[config.mk]
export PLATFORM = sky130hd
export DESIGN_NAME = spi_command_and_data_encoder
export DESIGN_NICKNAME = d
export VERILOG_FILES = /design/src/common/spi_cmd_pkg.sv /design/src/rtl/sync_fifo.sv /design/src/rtl/spi_command_and_data_encoder.sv
export VERILOG_INCLUDE_DIRS = /design/src /design/src/common
export SDC_FILE = /design/constraint.sdc
export NUM_CORES = 1
export LEC_CHECK = 0
export BUFFER_PORTS_ARGS = -buffer_cell sky130_fd_sc_hd__buf_2
export CAP_MARGIN = 5
export CORE_AREA = 2 2 219 221
export DETAILED_ROUTE_END_ITERATION = 8
export DIE_AREA = 0 0 221 223
export PLACE_DENSITY = 0.78
export SKIP_LAST_GASP = 1
export SYNTH_ARGS = -nofsm -noshare
export SYNTH_HDL_FRONTEND = slang
export SYNTH_HIERARCHICAL = 1
export SYNTH_SLANG_ARGS = --single-unit
export TNS_END_PERCENT = 1
[constraint.sdc]
create_clock -name clk -period 3.5 [get_ports clk]
set_input_delay 0.35 -clock clk [delete_from_list [all_inputs] [get_ports clk]]
set_output_delay 0.35 -clock clk [all_outputs]
set_load 0.01 [all_outputs]
[src/common/spi_cmd_defs.svh]
// Behaviour
// each select frame opens with a command byte; later bytes are its data
// top two command bits are function code, low six bits are the payload
// code 00 writes the next data byte to the addressed control register
// write is single per frame, or burst while select stays high
// code 01 returns the addressed control register on the data line
// host never sends reserved function code 10; the testbench sends 0x84 once and the frame is skipped
// code 11 is a transmit command; low six bits are transmit fields
// host writes only register addresses 0x04 to 0x27
// host sends the transmit command byte first, then the datagram
// field A enables data sync; host sets C whenever A is set
// B at 0: amplifier off at select fall, bit-aligned when A set
// B at 1: latch data at select fall, hold, then off after 65536 periods
// C at 1 enables the encoder with the configured scheme, else bypass
// D selects power and modulation setting one or two
// fields E,F select frequency channel A to D
// host waits 100 us after the transmit command before data
// host keeps the serial clock still during transmission; host_spi_model toggles it to shift the datagram in
// host keeps encoder on in synchronous mode, NRZ for no coding
// one chip per bit for NRZ, two chips per bit otherwise; the code sends every bit as two chips, NRZ as two equal chips
// schemes: Manchester, diff Manchester, biphase space/mark, Miller, NRZ, PRBS9
// scheme from bits 2:0 at 0x05, bit 3 inverts the chip stream
// count at 0x27 leaves that many leading bits plain before encoding
// transmit fields A..F sit on command bits 5 down to 0
// burst write increments the address after each data byte
`ifndef SPI_CMD_DEFS_SVH
`define SPI_CMD_DEFS_SVH

`define FC_WRITE        2'h0
`define FC_READ         2'h1
`define FC_RESERVED     2'h2
`define FC_TRANSMIT     2'h3

`define ADDR_TX_CFG_ONE 6'h05
`define ADDR_PRBS_SEED  6'h08
`define ADDR_ENC_COUNT  6'h27

`define TX_CFG_INV_BIT  3
`define TX_CFG_RST      8'h25
`define PRBS_SEED_RST   8'hAB
`define ENC_COUNT_RST   8'h00

`define HOLD_CYCLES_DEF 65536
`define CHIP_CYCLES     8
`define BIT_CYCLES      (2 * `CHIP_CYCLES)

`endif

[src/common/spi_cmd_pkg.sv]
package spi_cmd_pkg;

  typedef enum logic [5:0] {
    ST_IDLE = 6'b00_0001,
    ST_CMD  = 6'b00_0010,
    ST_WR   = 6'b00_0100,
    ST_RD   = 6'b00_1000,
    ST_TX   = 6'b01_0000,
    ST_SKIP = 6'b10_0000
  } spi_state_t;

  typedef enum logic [2:0] {
    SCH_MANCH   = 3'h0,
    SCH_DIFFMAN = 3'h1,
    SCH_BISPACE = 3'h2,
    SCH_BIMARK  = 3'h3,
    SCH_MILLER  = 3'h4,
    SCH_NRZ     = 3'h5,
    SCH_PRBS    = 3'h6,
    SCH_ZERO    = 3'h7
  } scheme_t;

  typedef struct packed {
    logic       dataSync;
    logic       paHold;
    logic       encEn;
    logic       pwrSel;
    logic [1:0] chan;
  } tx_cmd_t;

endpackage : spi_cmd_pkg

[src/rtl/sync_fifo.sv]
`timescale 1ns/1ps
`default_nettype none
module sync_fifo #(
  parameter int WIDTH = 1,
  parameter int DEPTH = 4
) (
  input  wire logic             clk,
  input  wire logic             sys_rst,
  input  wire logic             inValid,
  output logic                  inReady,
  input  wire logic [WIDTH-1:0] inData,
  output logic                  outValid,
  input  wire logic             outReady,
  output logic      [WIDTH-1:0] outData
);
  localparam int AW = $clog2(DEPTH);

  logic [WIDTH-1:0] mem_q [DEPTH];
  logic [AW-1:0]    wrPtr_q;
  logic [AW-1:0]    rdPtr_q;
  logic [AW:0]      count_q;
  logic             push;
  logic             pop;

  assign inReady  = (count_q != (AW+1)'(DEPTH));
  assign outValid = (count_q != '0);
  assign outData  = mem_q[rdPtr_q];
  assign push     = inValid && inReady;
  assign pop      = outValid && outReady;

  always_ff @(posedge clk) begin
    if (push) begin
      mem_q[wrPtr_q] <= inData;
    end
  end

  always_ff @(posedge clk) begin
    if (sys_rst) begin
      wrPtr_q <= '0;
      rdPtr_q <= '0;
      count_q <= '0;
    end else begin
      if (push) begin
        wrPtr_q <= (wrPtr_q == AW'(DEPTH-1)) ? '0 : wrPtr_q + 1'b1;
      end
      if (pop) begin
        rdPtr_q <= (rdPtr_q == AW'(DEPTH-1)) ? '0 : rdPtr_q + 1'b1;
      end
      count_q <= count_q + (AW+1)'(push) - (AW+1)'(pop);
    end
  end

  property p_no_overfill;
    @(posedge clk) disable iff (sys_rst)
      !inReady |=> count_q == (AW+1)'(DEPTH) || $past(pop);
  endproperty
  a_no_overfill : assert property (p_no_overfill)
    else $error("fifo count moved above depth");
endmodule : sync_fifo
`default_nettype wire

[src/rtl/spi_command_and_data_encoder.sv]
`timescale 1ns/1ps
`default_nettype none
`include "spi_cmd_defs.svh"
module spi_command_and_data_encoder import spi_cmd_pkg::*; #(
  parameter int unsigned HOLD_CYCLES = `HOLD_CYCLES_DEF
) (
  input  wire logic       clk,
  input  wire logic       sys_rst,
  input  wire logic       spiEn,
  input  wire logic       spiSck,
  input  wire logic       sdioIn,
  output logic            sdioOut,
  output logic            sdioOe_n,
  output logic            paOn,
  output logic            synthOn,
  output logic            chipOut,
  output logic            powerSetSel,
  output logic      [1:0] channelSel,
  output logic            encoderOn,
  output logic            dataSyncOn,
  output logic            txBufReady
);
  localparam int BITC = `BIT_CYCLES;

  // pin synchronisers
  logic [1:0] enSy_q, sckSy_q, dinSy_q;
  logic       enD_q, sckD_q;
  always_ff @(posedge clk) begin
    if (sys_rst) begin
      enSy_q  <= '0;
      sckSy_q <= '0;
      dinSy_q <= '0;
      enD_q   <= 1'b0;
      sckD_q  <= 1'b0;
    end else begin
      enSy_q  <= {enSy_q[0], spiEn};
      sckSy_q <= {sckSy_q[0], spiSck};
      dinSy_q <= {dinSy_q[0], sdioIn};
      enD_q   <= enSy_q[1];
      sckD_q  <= sckSy_q[1];
    end
  end

  logic enS, sckS, dinS, enRise, enFall, sckRise, sckFall;
  assign enS     = enSy_q[1];
  assign sckS    = sckSy_q[1];
  assign dinS    = dinSy_q[1];
  assign enRise  = enS && !enD_q;
  assign enFall  = !enS && enD_q;
  assign sckRise = sckS && !sckD_q;
  assign sckFall = !sckS && sckD_q;

  // clock level at select rise picks the sampling edge
  logic modeHigh_q;
  always_ff @(posedge clk) begin
    if (sys_rst) begin
      modeHigh_q <= 1'b0;
    end else if (enRise) begin
      modeHigh_q <= sckS;
    end
  end

  logic sampleEdge, driveEdge;
  assign sampleEdge = enS && (modeHigh_q ? sckRise : sckFall);
  assign driveEdge  = enS && (modeHigh_q ? sckFall : sckRise);

  // byte assembly
  logic [7:0] rxSh_q;
  logic [2:0] bitCnt_q;
  logic       byteDone;
  logic [7:0] rxByte;
  assign rxByte   = {rxSh_q[6:0], dinS};
  assign byteDone = sampleEdge && (bitCnt_q == 3'h7);
  always_ff @(posedge clk) begin
    if (sys_rst || enRise) begin
      rxSh_q   <= '0;
      bitCnt_q <= '0;
    end else if (sampleEdge) begin
      rxSh_q   <= rxByte;
      bitCnt_q <= bitCnt_q + 3'h1;
    end
  end

  // command decode
  spi_state_t st_q;
  logic [1:0] fc;
  assign fc = rxByte[7:6];
  always_ff @(posedge clk) begin
    if (sys_rst) begin
      st_q <= ST_IDLE;
    end else if (enRise) begin
      st_q <= ST_CMD;
    end else if (!enS) begin
      st_q <= ST_IDLE;
    end else if (byteDone) begin
      unique case (st_q)
        ST_CMD: begin
          unique case (fc)
            `FC_WRITE:    st_q <= ST_WR;
            `FC_READ:     st_q <= ST_RD;
            `FC_TRANSMIT: st_q <= ST_TX;
            default:      st_q <= ST_SKIP;
          endcase
        end
        ST_IDLE, ST_WR, ST_RD, ST_TX, ST_SKIP: st_q <= st_q;
      endcase
    end
  end

  // control registers
  logic [7:0] regs_q [64];
  logic [5:0] addr_q;
  logic       wrStrobe;
  assign wrStrobe = byteDone && (st_q == ST_WR);
  always_ff @(posedge clk) begin
    if (sys_rst) begin
      addr_q <= '0;
    end else if (byteDone && st_q == ST_CMD) begin
      addr_q <= rxByte[5:0];
    end else if (wrStrobe) begin
      addr_q <= addr_q + 6'h01;
    end
  end

  always_ff @(posedge clk) begin
    if (sys_rst) begin
      for (int i = 0; i < 64; i++) begin
        regs_q[i] <= '0;
      end
      regs_q[`ADDR_TX_CFG_ONE] <= `TX_CFG_RST;
      regs_q[`ADDR_PRBS_SEED]  <= `PRBS_SEED_RST;
      regs_q[`ADDR_ENC_COUNT]  <= `ENC_COUNT_RST;
    end else if (wrStrobe) begin
      regs_q[addr_q] <= rxByte;
    end
  end

  logic [7:0] txCfg, encCount;
  scheme_t    scheme;
  assign txCfg    = regs_q[`ADDR_TX_CFG_ONE];
  assign encCount = regs_q[`ADDR_ENC_COUNT];
  assign scheme   = scheme_t'(txCfg[2:0]);

  // read-back on the shared data line
  logic [7:0] rdSh_q;
  always_ff @(posedge clk) begin
    if (sys_rst) begin
      rdSh_q   <= '0;
      sdioOut  <= 1'b0;
      sdioOe_n <= 1'b1;
    end else if (!enS) begin
      sdioOe_n <= 1'b1;
    end else if (byteDone && st_q == ST_CMD) begin
      rdSh_q <= regs_q[rxByte[5:0]];
    end else if (driveEdge && st_q == ST_RD) begin
      sdioOut  <= rdSh_q[7];
      sdioOe_n <= 1'b0;
      rdSh_q   <= {rdSh_q[6:0], 1'b0};
    end
  end

  // transmit command and amplifier control
  tx_cmd_t txCmd_q;
  logic    holding_q, holdData_q, offPend_q, newTx;
  logic [16:0] holdCnt_q;
  logic    encBusy_q, fifoValid;
  assign newTx = byteDone && st_q == ST_CMD && fc == `FC_TRANSMIT;
  always_ff @(posedge clk) begin
    if (sys_rst) begin
      txCmd_q    <= '0;
      paOn       <= 1'b0;
      synthOn    <= 1'b0;
      holding_q  <= 1'b0;
      holdData_q <= 1'b0;
      offPend_q  <= 1'b0;
      holdCnt_q  <= '0;
    end else if (newTx) begin
      txCmd_q   <= tx_cmd_t'(rxByte[5:0]);
      paOn      <= 1'b1;
      synthOn   <= 1'b1;
      holding_q <= 1'b0;
      offPend_q <= 1'b0;
    end else if (enFall && enD_q && st_q == ST_TX) begin
      if (txCmd_q.paHold) begin
        holding_q  <= 1'b1;
        holdData_q <= dinS;
        holdCnt_q  <= '0;
      end else if (txCmd_q.dataSync) begin
        offPend_q <= 1'b1;
      end else begin
        paOn    <= 1'b0;
        synthOn <= 1'b0;
      end
    end else if (holding_q) begin
      if (holdCnt_q == 17'(HOLD_CYCLES - 1)) begin
        holding_q <= 1'b0;
        paOn      <= 1'b0;
        synthOn   <= 1'b0;
      end else begin
        holdCnt_q <= holdCnt_q + 17'h0_0001;
      end
    end else if (offPend_q && !encBusy_q && !fifoValid) begin
      offPend_q <= 1'b0;
      paOn      <= 1'b0;
      synthOn   <= 1'b0;
    end
  end

  assign powerSetSel = txCmd_q.pwrSel;
  assign channelSel  = txCmd_q.chan;
  assign encoderOn   = txCmd_q.encEn;
  assign dataSyncOn  = txCmd_q.dataSync;

  // datagram buffer
  logic fifoReady, fifoData, popBit, phaseLast;
  sync_fifo #(.WIDTH(1), .DEPTH(4)) u_buf (
    .clk      (clk),
    .sys_rst  (sys_rst),
    .inValid  (sampleEdge && st_q == ST_TX),
    .inReady  (fifoReady),
    .inData   (dinS),
    .outValid (fifoValid),
    .outReady (popBit),
    .outData  (fifoData)
  );
  assign txBufReady = fifoReady;

  // chip encoder
  logic [4:0] phase_q;
  logic [1:0] chips_q, chipsD;
  logic       lvl_q, prevBit_q, plain;
  logic [7:0] bitIdx_q;
  logic [8:0] prbs_q;
  assign phaseLast = phase_q == 5'(BITC - 1);
  assign popBit    = paOn && !holding_q && (!encBusy_q || phaseLast);
  assign plain     = !txCmd_q.encEn || (bitIdx_q < encCount);

  function automatic logic [1:0] encodeBit(input scheme_t s, input logic d,
                                           input logic l, input logic p,
                                           input logic r);
    logic [1:0] c;
    c = {d, d};
    unique case (s)
      SCH_MANCH:   c = {d, !d};
      SCH_DIFFMAN: c = d ? {l, !l} : {!l, l};
      SCH_BISPACE: c = d ? {!l, !l} : {!l, l};
      SCH_BIMARK:  c = d ? {!l, l} : {!l, !l};
      SCH_MILLER:  c = d ? {l, !l} : (p ? {l, l} : {!l, !l});
      SCH_NRZ:     c = {d, d};
      SCH_PRBS:    c = {d ^ r, d ^ r};
      SCH_ZERO:    c = 2'h0;
    endcase
    return c;
  endfunction : encodeBit

  assign chipsD = plain ? {fifoData, fifoData}
                        : encodeBit(scheme, fifoData, lvl_q, prevBit_q, prbs_q[8]);

  always_ff @(posedge clk) begin
    if (sys_rst) begin
      encBusy_q <= 1'b0;
      phase_q   <= '0;
      chips_q   <= '0;
      lvl_q     <= 1'b0;
      prevBit_q <= 1'b0;
      bitIdx_q  <= '0;
      prbs_q    <= '0;
    end else if (newTx) begin
      bitIdx_q  <= '0;
      lvl_q     <= 1'b0;
      prevBit_q <= 1'b0;
      prbs_q    <= {1'b0, regs_q[`ADDR_PRBS_SEED]};
    end else if (popBit && fifoValid) begin
      encBusy_q <= 1'b1;
      phase_q   <= '0;
      chips_q   <= chipsD;
      lvl_q     <= chipsD[0];
      prevBit_q <= fifoData;
      prbs_q    <= {prbs_q[7:0], prbs_q[8] ^ prbs_q[4]};
      if (bitIdx_q != 8'hFF) begin
        bitIdx_q <= bitIdx_q + 8'h01;
      end
    end else if (encBusy_q) begin
      if (phaseLast) begin
        encBusy_q <= 1'b0;
      end else begin
        phase_q <= phase_q + 5'h01;
      end
    end
  end

  logic chipNow;
  assign chipNow = (phase_q < 5'(`CHIP_CYCLES)) ? chips_q[1] : chips_q[0];
  always_ff @(posedge clk) begin
    if (sys_rst) begin
      chipOut <= 1'b0;
    end else if (holding_q) begin
      chipOut <= holdData_q;
    end else if (encBusy_q) begin
      chipOut <= chipNow ^ txCfg[`TX_CFG_INV_BIT];
    end else begin
      chipOut <= 1'b0;
    end
  end

  // checks
  property p_cmd_write;
    @(posedge clk) disable iff (sys_rst)
      byteDone && st_q == ST_CMD && enS && rxByte[7:6] == 2'h0 |=> st_q == ST_WR;
  endproperty
  a_cmd_write : assert property (p_cmd_write)
    else $error("write code did not enter write state");
  property p_reg_store;
    @(posedge clk) disable iff (sys_rst)
      wrStrobe && enS |=> regs_q[$past(addr_q)] == $past(rxByte);
  endproperty
  a_reg_store : assert property (p_reg_store)
    else $error("written byte not stored");
  property p_burst_inc;
    @(posedge clk) disable iff (sys_rst)
      wrStrobe && enS |=> addr_q == $past(addr_q) + 6'h01 ##1 (st_q == ST_WR || !enS);
  endproperty
  a_burst_inc : assert property (p_burst_inc)
    else $error("burst address did not advance");
  property p_read_release;
    @(posedge clk) disable iff (sys_rst)
      !enS |=> sdioOe_n;
  endproperty
  a_read_release : assert property (p_read_release)
    else $error("data line driven outside a frame");
  property p_tx_fields;
    @(posedge clk) disable iff (sys_rst)
      newTx |=> channelSel == $past(rxByte[1:0]) && powerSetSel == $past(rxByte[2])
                && encoderOn == $past(rxByte[3]) && paOn && synthOn;
  endproperty
  a_tx_fields : assert property (p_tx_fields)
    else $error("transmit fields not applied");
  property p_pa_off;
    @(posedge clk) disable iff (sys_rst)
      enFall && st_q == ST_TX && !txCmd_q.paHold && !txCmd_q.dataSync |=> !paOn;
  endproperty
  a_pa_off : assert property (p_pa_off)
    else $error("amplifier stayed on after select fall");
  property p_hold_end;
    @(posedge clk) disable iff (sys_rst)
      holding_q && holdCnt_q == 17'(HOLD_CYCLES - 1) && !newTx |=> !paOn && !synthOn
      ##1 chipOut == 1'b0;
  endproperty
  a_hold_end : assert property (p_hold_end)
    else $error("hold time-out did not switch off");
  property p_manch_pair;
    @(posedge clk) disable iff (sys_rst)
      popBit && fifoValid && !plain && scheme == SCH_MANCH && !newTx
      |=> chips_q[1] != chips_q[0];
  endproperty
  a_manch_pair : assert property (p_manch_pair)
    else $error("manchester bit lacks two distinct chips");
  property p_plain_lead;
    @(posedge clk) disable iff (sys_rst)
      popBit && fifoValid && plain && !newTx |=> chips_q == {2{$past(fifoData)}};
  endproperty
  a_plain_lead : assert property (p_plain_lead)
    else $error("leading bit was encoded");
  c_write : cover property (@(posedge clk) disable iff (sys_rst) wrStrobe ##[1:600] wrStrobe);
  c_read  : cover property (@(posedge clk) disable iff (sys_rst) !sdioOe_n);
  c_hold  : cover property (@(posedge clk) disable iff (sys_rst) holding_q ##1 !holding_q);
  c_encod : cover property (@(posedge clk) disable iff (sys_rst) encBusy_q && !plain);
endmodule : spi_command_and_data_encoder
`default_nettype wire

==> metrics.md <==
| Metric | Value |
|---|---|
| Status | `completed` |
| Initial Util | `0.593` |
| Fillers | `3,275` |
| IO Count | `16` |
| H-tree Lvls | `2` |
| Seq/Total Area, Yosys | `0.629` |
| Max-slew headroom | `0.235` |
| Clk buf depth | `3` |
| Post-CTS Hold Fix Bufs | `3` |
| Post-synthesis simple-gate area fraction | `0.161` |
| RSZ-0062 raised after global routing | `no` |
| CP max FO | `41` |
| Nets@finish | `2,233` |
| Placed Instances | `2,754` |
| Leak | `10.8 nW` |
| Share of cells above drive strength 1 | `0.185` |
| Post-route insts no fill | `2,869` |
| CP peak stage delay | `0.93 ns` |
| WL/cell | `25.1 um` |
| P&R area growth vs syn | `11.0%` |
| Max stage delay cell, worst path | `dfxtp_4` |
| Total of max-cap violations | `0` |
| Post-synthesis xor/xnor area fraction | `0.00877` |
| Vias | `18,500` |
| Final worst path period share | `0.929` |
| Die W | `221 um` |
| Postcts setup bufs | `0` |
| Post-Syn Area | `28,000 um2` |
| TritonCTS clock tree | `built` |
| Total track usage | `0.293` |
| Final Power | `15.8 mW` |
| Final Util | `0.659` |
| Clk sink count | `621` |
| Die height | `223 um` |
| Buf+Inv Stages, Crit Path | `0` |
| Multiplexer area fraction after synthesis | `0.113` |
| Count of final max-slew check failures | `0` |
| DRC errors left | `0` |
| Via density | `6.45` |
| Vias in the first global route | `18,200` |
| Root Buffer | `clkbuf_16` |
| Clk_skew | `0.0423 ns` |
| Largest vdd supply drop | `0.709 mV` |
| Synth async-reset ratio | `0` |
| Setup_tns | `0 ns` |
| Worst setup EP type | `flip-flop` |
| Largest family of logic cells by synthesized area | `simple AND/OR/NAND/NOR gates` |
| Post-synth EDFFs | `516` |
| Adder-cell area share of the yosys netlist | `0.0106` |
| Largest net degree at the start of global routing | `68` |
| Hold crit path type | `in -> reg` |
| Power Dens Cells | `508 nW/um2` |
| Cell row count | `80` |
| Critical path startpoint category | `flip-flop` |
| Library cells used by synthesis | `77` |
| I/O Buffers | `15` |
| # diodes | `0` |
| Synthesis warning total | `6` |
| Final setup fails | `0` |
| CP required | `4.00 ns` |
| Die area | `49,300 um2` |
| Slew @ Worst Pin | `1.14 ns` |
| CTS clock-pin slew for the worst setup and hold paths | `0.06 ns` |
| Initial antenna violation count | `0` |
| Hold Violations, Final | `0` |
| Post-route ant nets | `0` |
| Num CTS Buffers | `61` |
| Final instance area | `31,000 um2` |
| CP arrival | `3.75 ns` |
| Hpwl dp | `46.3 mm` |
| Worst-path cell chain | `mux4_2 -> a22oi_1 -> a21boi_0 -> o41ai_1 -> nor2_1` |
| Core Area | `47,100 um2` |
| R2r setup slk | `0.25 ns` |
| CP Class | `reg -> reg` |
| Remaining Overflow, GRT | `0` |
| CP top delay family | `compound AO/OA/AOI/OAI gates` |
| Final WL | `72.0 mm` |
| Mean Syn Cell Area | `12.7 um2` |
| Global-route wire length before repair | `110 mm` |
| Compound-Gate Fraction of Synth Area | `0.0501` |
| Seq cells post-synth | `621` |
| Mapped Cells | `2,201` |
| GPL Wtd Cong | `0.929` |
| Max Freq | `307 MHz` |
| PostCTS Resize Cnt | `0` |
| Tmin final | `3.25 ns` |
| Iteration-0 DRC Markers | `2,482` |
| Placement Cell Area | `28,900 um2` |
| First-pass DRT Iterations | `8` |
| Primary FF master, synth | `edfxtp_1` |
| Skew-Pair Late Insertion Delay | `0.64 ns` |
| Net count after synthesis | `2,229` |
[synthesized netlist by cell type (28+ instances only)]
cell | instances | area, um2
nand2_2 | 48 | 300
clkbuf_1 | 93 | 349
inv_1 | 28 | 105
nor2b_1 | 31 | 194
nand2_1 | 159 | 597
mux2i_1 | 29 | 290
mux4_2 | 122 | 2750
dfxtp_1 | 105 | 2100
edfxtp_1 | 516 | 15500
a22oi_1 | 46 | 345
and2_1 | 61 | 382
nor2_1 | 544 | 2040
a21oi_1 | 51 | 255
buf_2 | 39 | 195
[sequential cells by signal, summed over array words and instances, names as in the netlist, 4 cells and up, named ones only]
signal	flops
regs_q	512
holdCnt_q	17
prbs_q	9
bitIdx_q	8
rdSh_q	8
rxSh_q	7
addr_q	6
st_q	6
phase_q	5
u_buf/mem_q	4
[layout make-up]
class / count / area [um2] / area share
Timing Repair Buffer: 95 / 821 / 0.0264
Multi-Input combinational cell: 1397 / 9660 / 0.311
Clock inverter: 42 / 507 / 0.0163
Sequential cell: 621 / 17600 / 0.567
Clock buffer: 70 / 1580 / 0.0509
Inverter: 29 / 109 / 0.00351
Tap cell: 615 / 769 / 0.0248
[per-stage QoR]
step                hold WS (ns)  setup slack [ns]
floorplan                  0.414             0.490
global placement           0.437             0.354
detailed placement         0.429             0.319
CTS                        0.241             0.290
global route               0.290             0.109
finish                     0.269             0.247
[layout by cell type, fill, tap and decap left out, types with 7 or more instances in the layout]
cell,netlist,final
clkinv_1,0,8
nand4_1,13,13
or2_2,8,8
xnor2_1,16,16
clkinv_2,0,15
inv_1,28,27
a2111oi_0,7,7
clkbuf_16,0,62
a311oi_1,9,9
nor4_1,7,7
buf_4,6,66
mux4_2,122,122
bufinv_16,0,11
o22ai_1,7,7
nor3_1,22,22
xor2_1,12,12
nand2_1,159,156
or3_1,8,8
buf_12,0,11
edfxtp_1,516,516
a21oi_1,51,51
and2_1,61,61
and3_1,15,15
dfxtp_1,105,101
mux2_2,10,10
clkbuf_1,93,8
nor2b_1,31,31
nand2_2,48,51
a211oi_1,13,13
nor2_1,544,539
o41ai_1,7,7
nand2b_1,11,11
ha_1,22,22
mux2i_1,29,29
a22oi_1,46,46
o21ai_0,25,24
buf_2,39,15
nand3_1,17,17
[final timing paths]
| path | from | end | cells after the start |
|---|---|---|---|
| worst max-delay path | dinSy_q[1] | rdSh_q[7] | 5 |
| worst min-delay path | sys_rst | addr_q[2] | 2 |
| worst max register to register | dinSy_q[1] | rdSh_q[7] | 5 |
| worst min register to register | dinSy_q[0] | dinSy_q[1] | 1 |
[layer usage]
metal	global-route usage	routed length, um	up-vias
met4	0.120	3240	0
met5	0	0	-
met1	0.402	27100	9157
met3	0.0536	7590	220
li1	-	-	7982
met2	0.466	34100	1155
[report_power, final]
part           internal, mW  leakage, nW  switching, mW
clock network          4.04         1.02           2.86
registers              8.27         5.80          0.133
logic                 0.194         4.01          0.283
total                  12.5         10.8           3.27
[logic make-up after synthesis]
family,count (synthesis)
multiplexers,161
AND/OR/NAND/NOR,982
adder cells (fa/ha/maj),23
XOR/XNOR,28
AO/OA/AOI/OAI,203
buffers and inverters,183
flip-flops,621
Power figures use the tool's default switching activity.
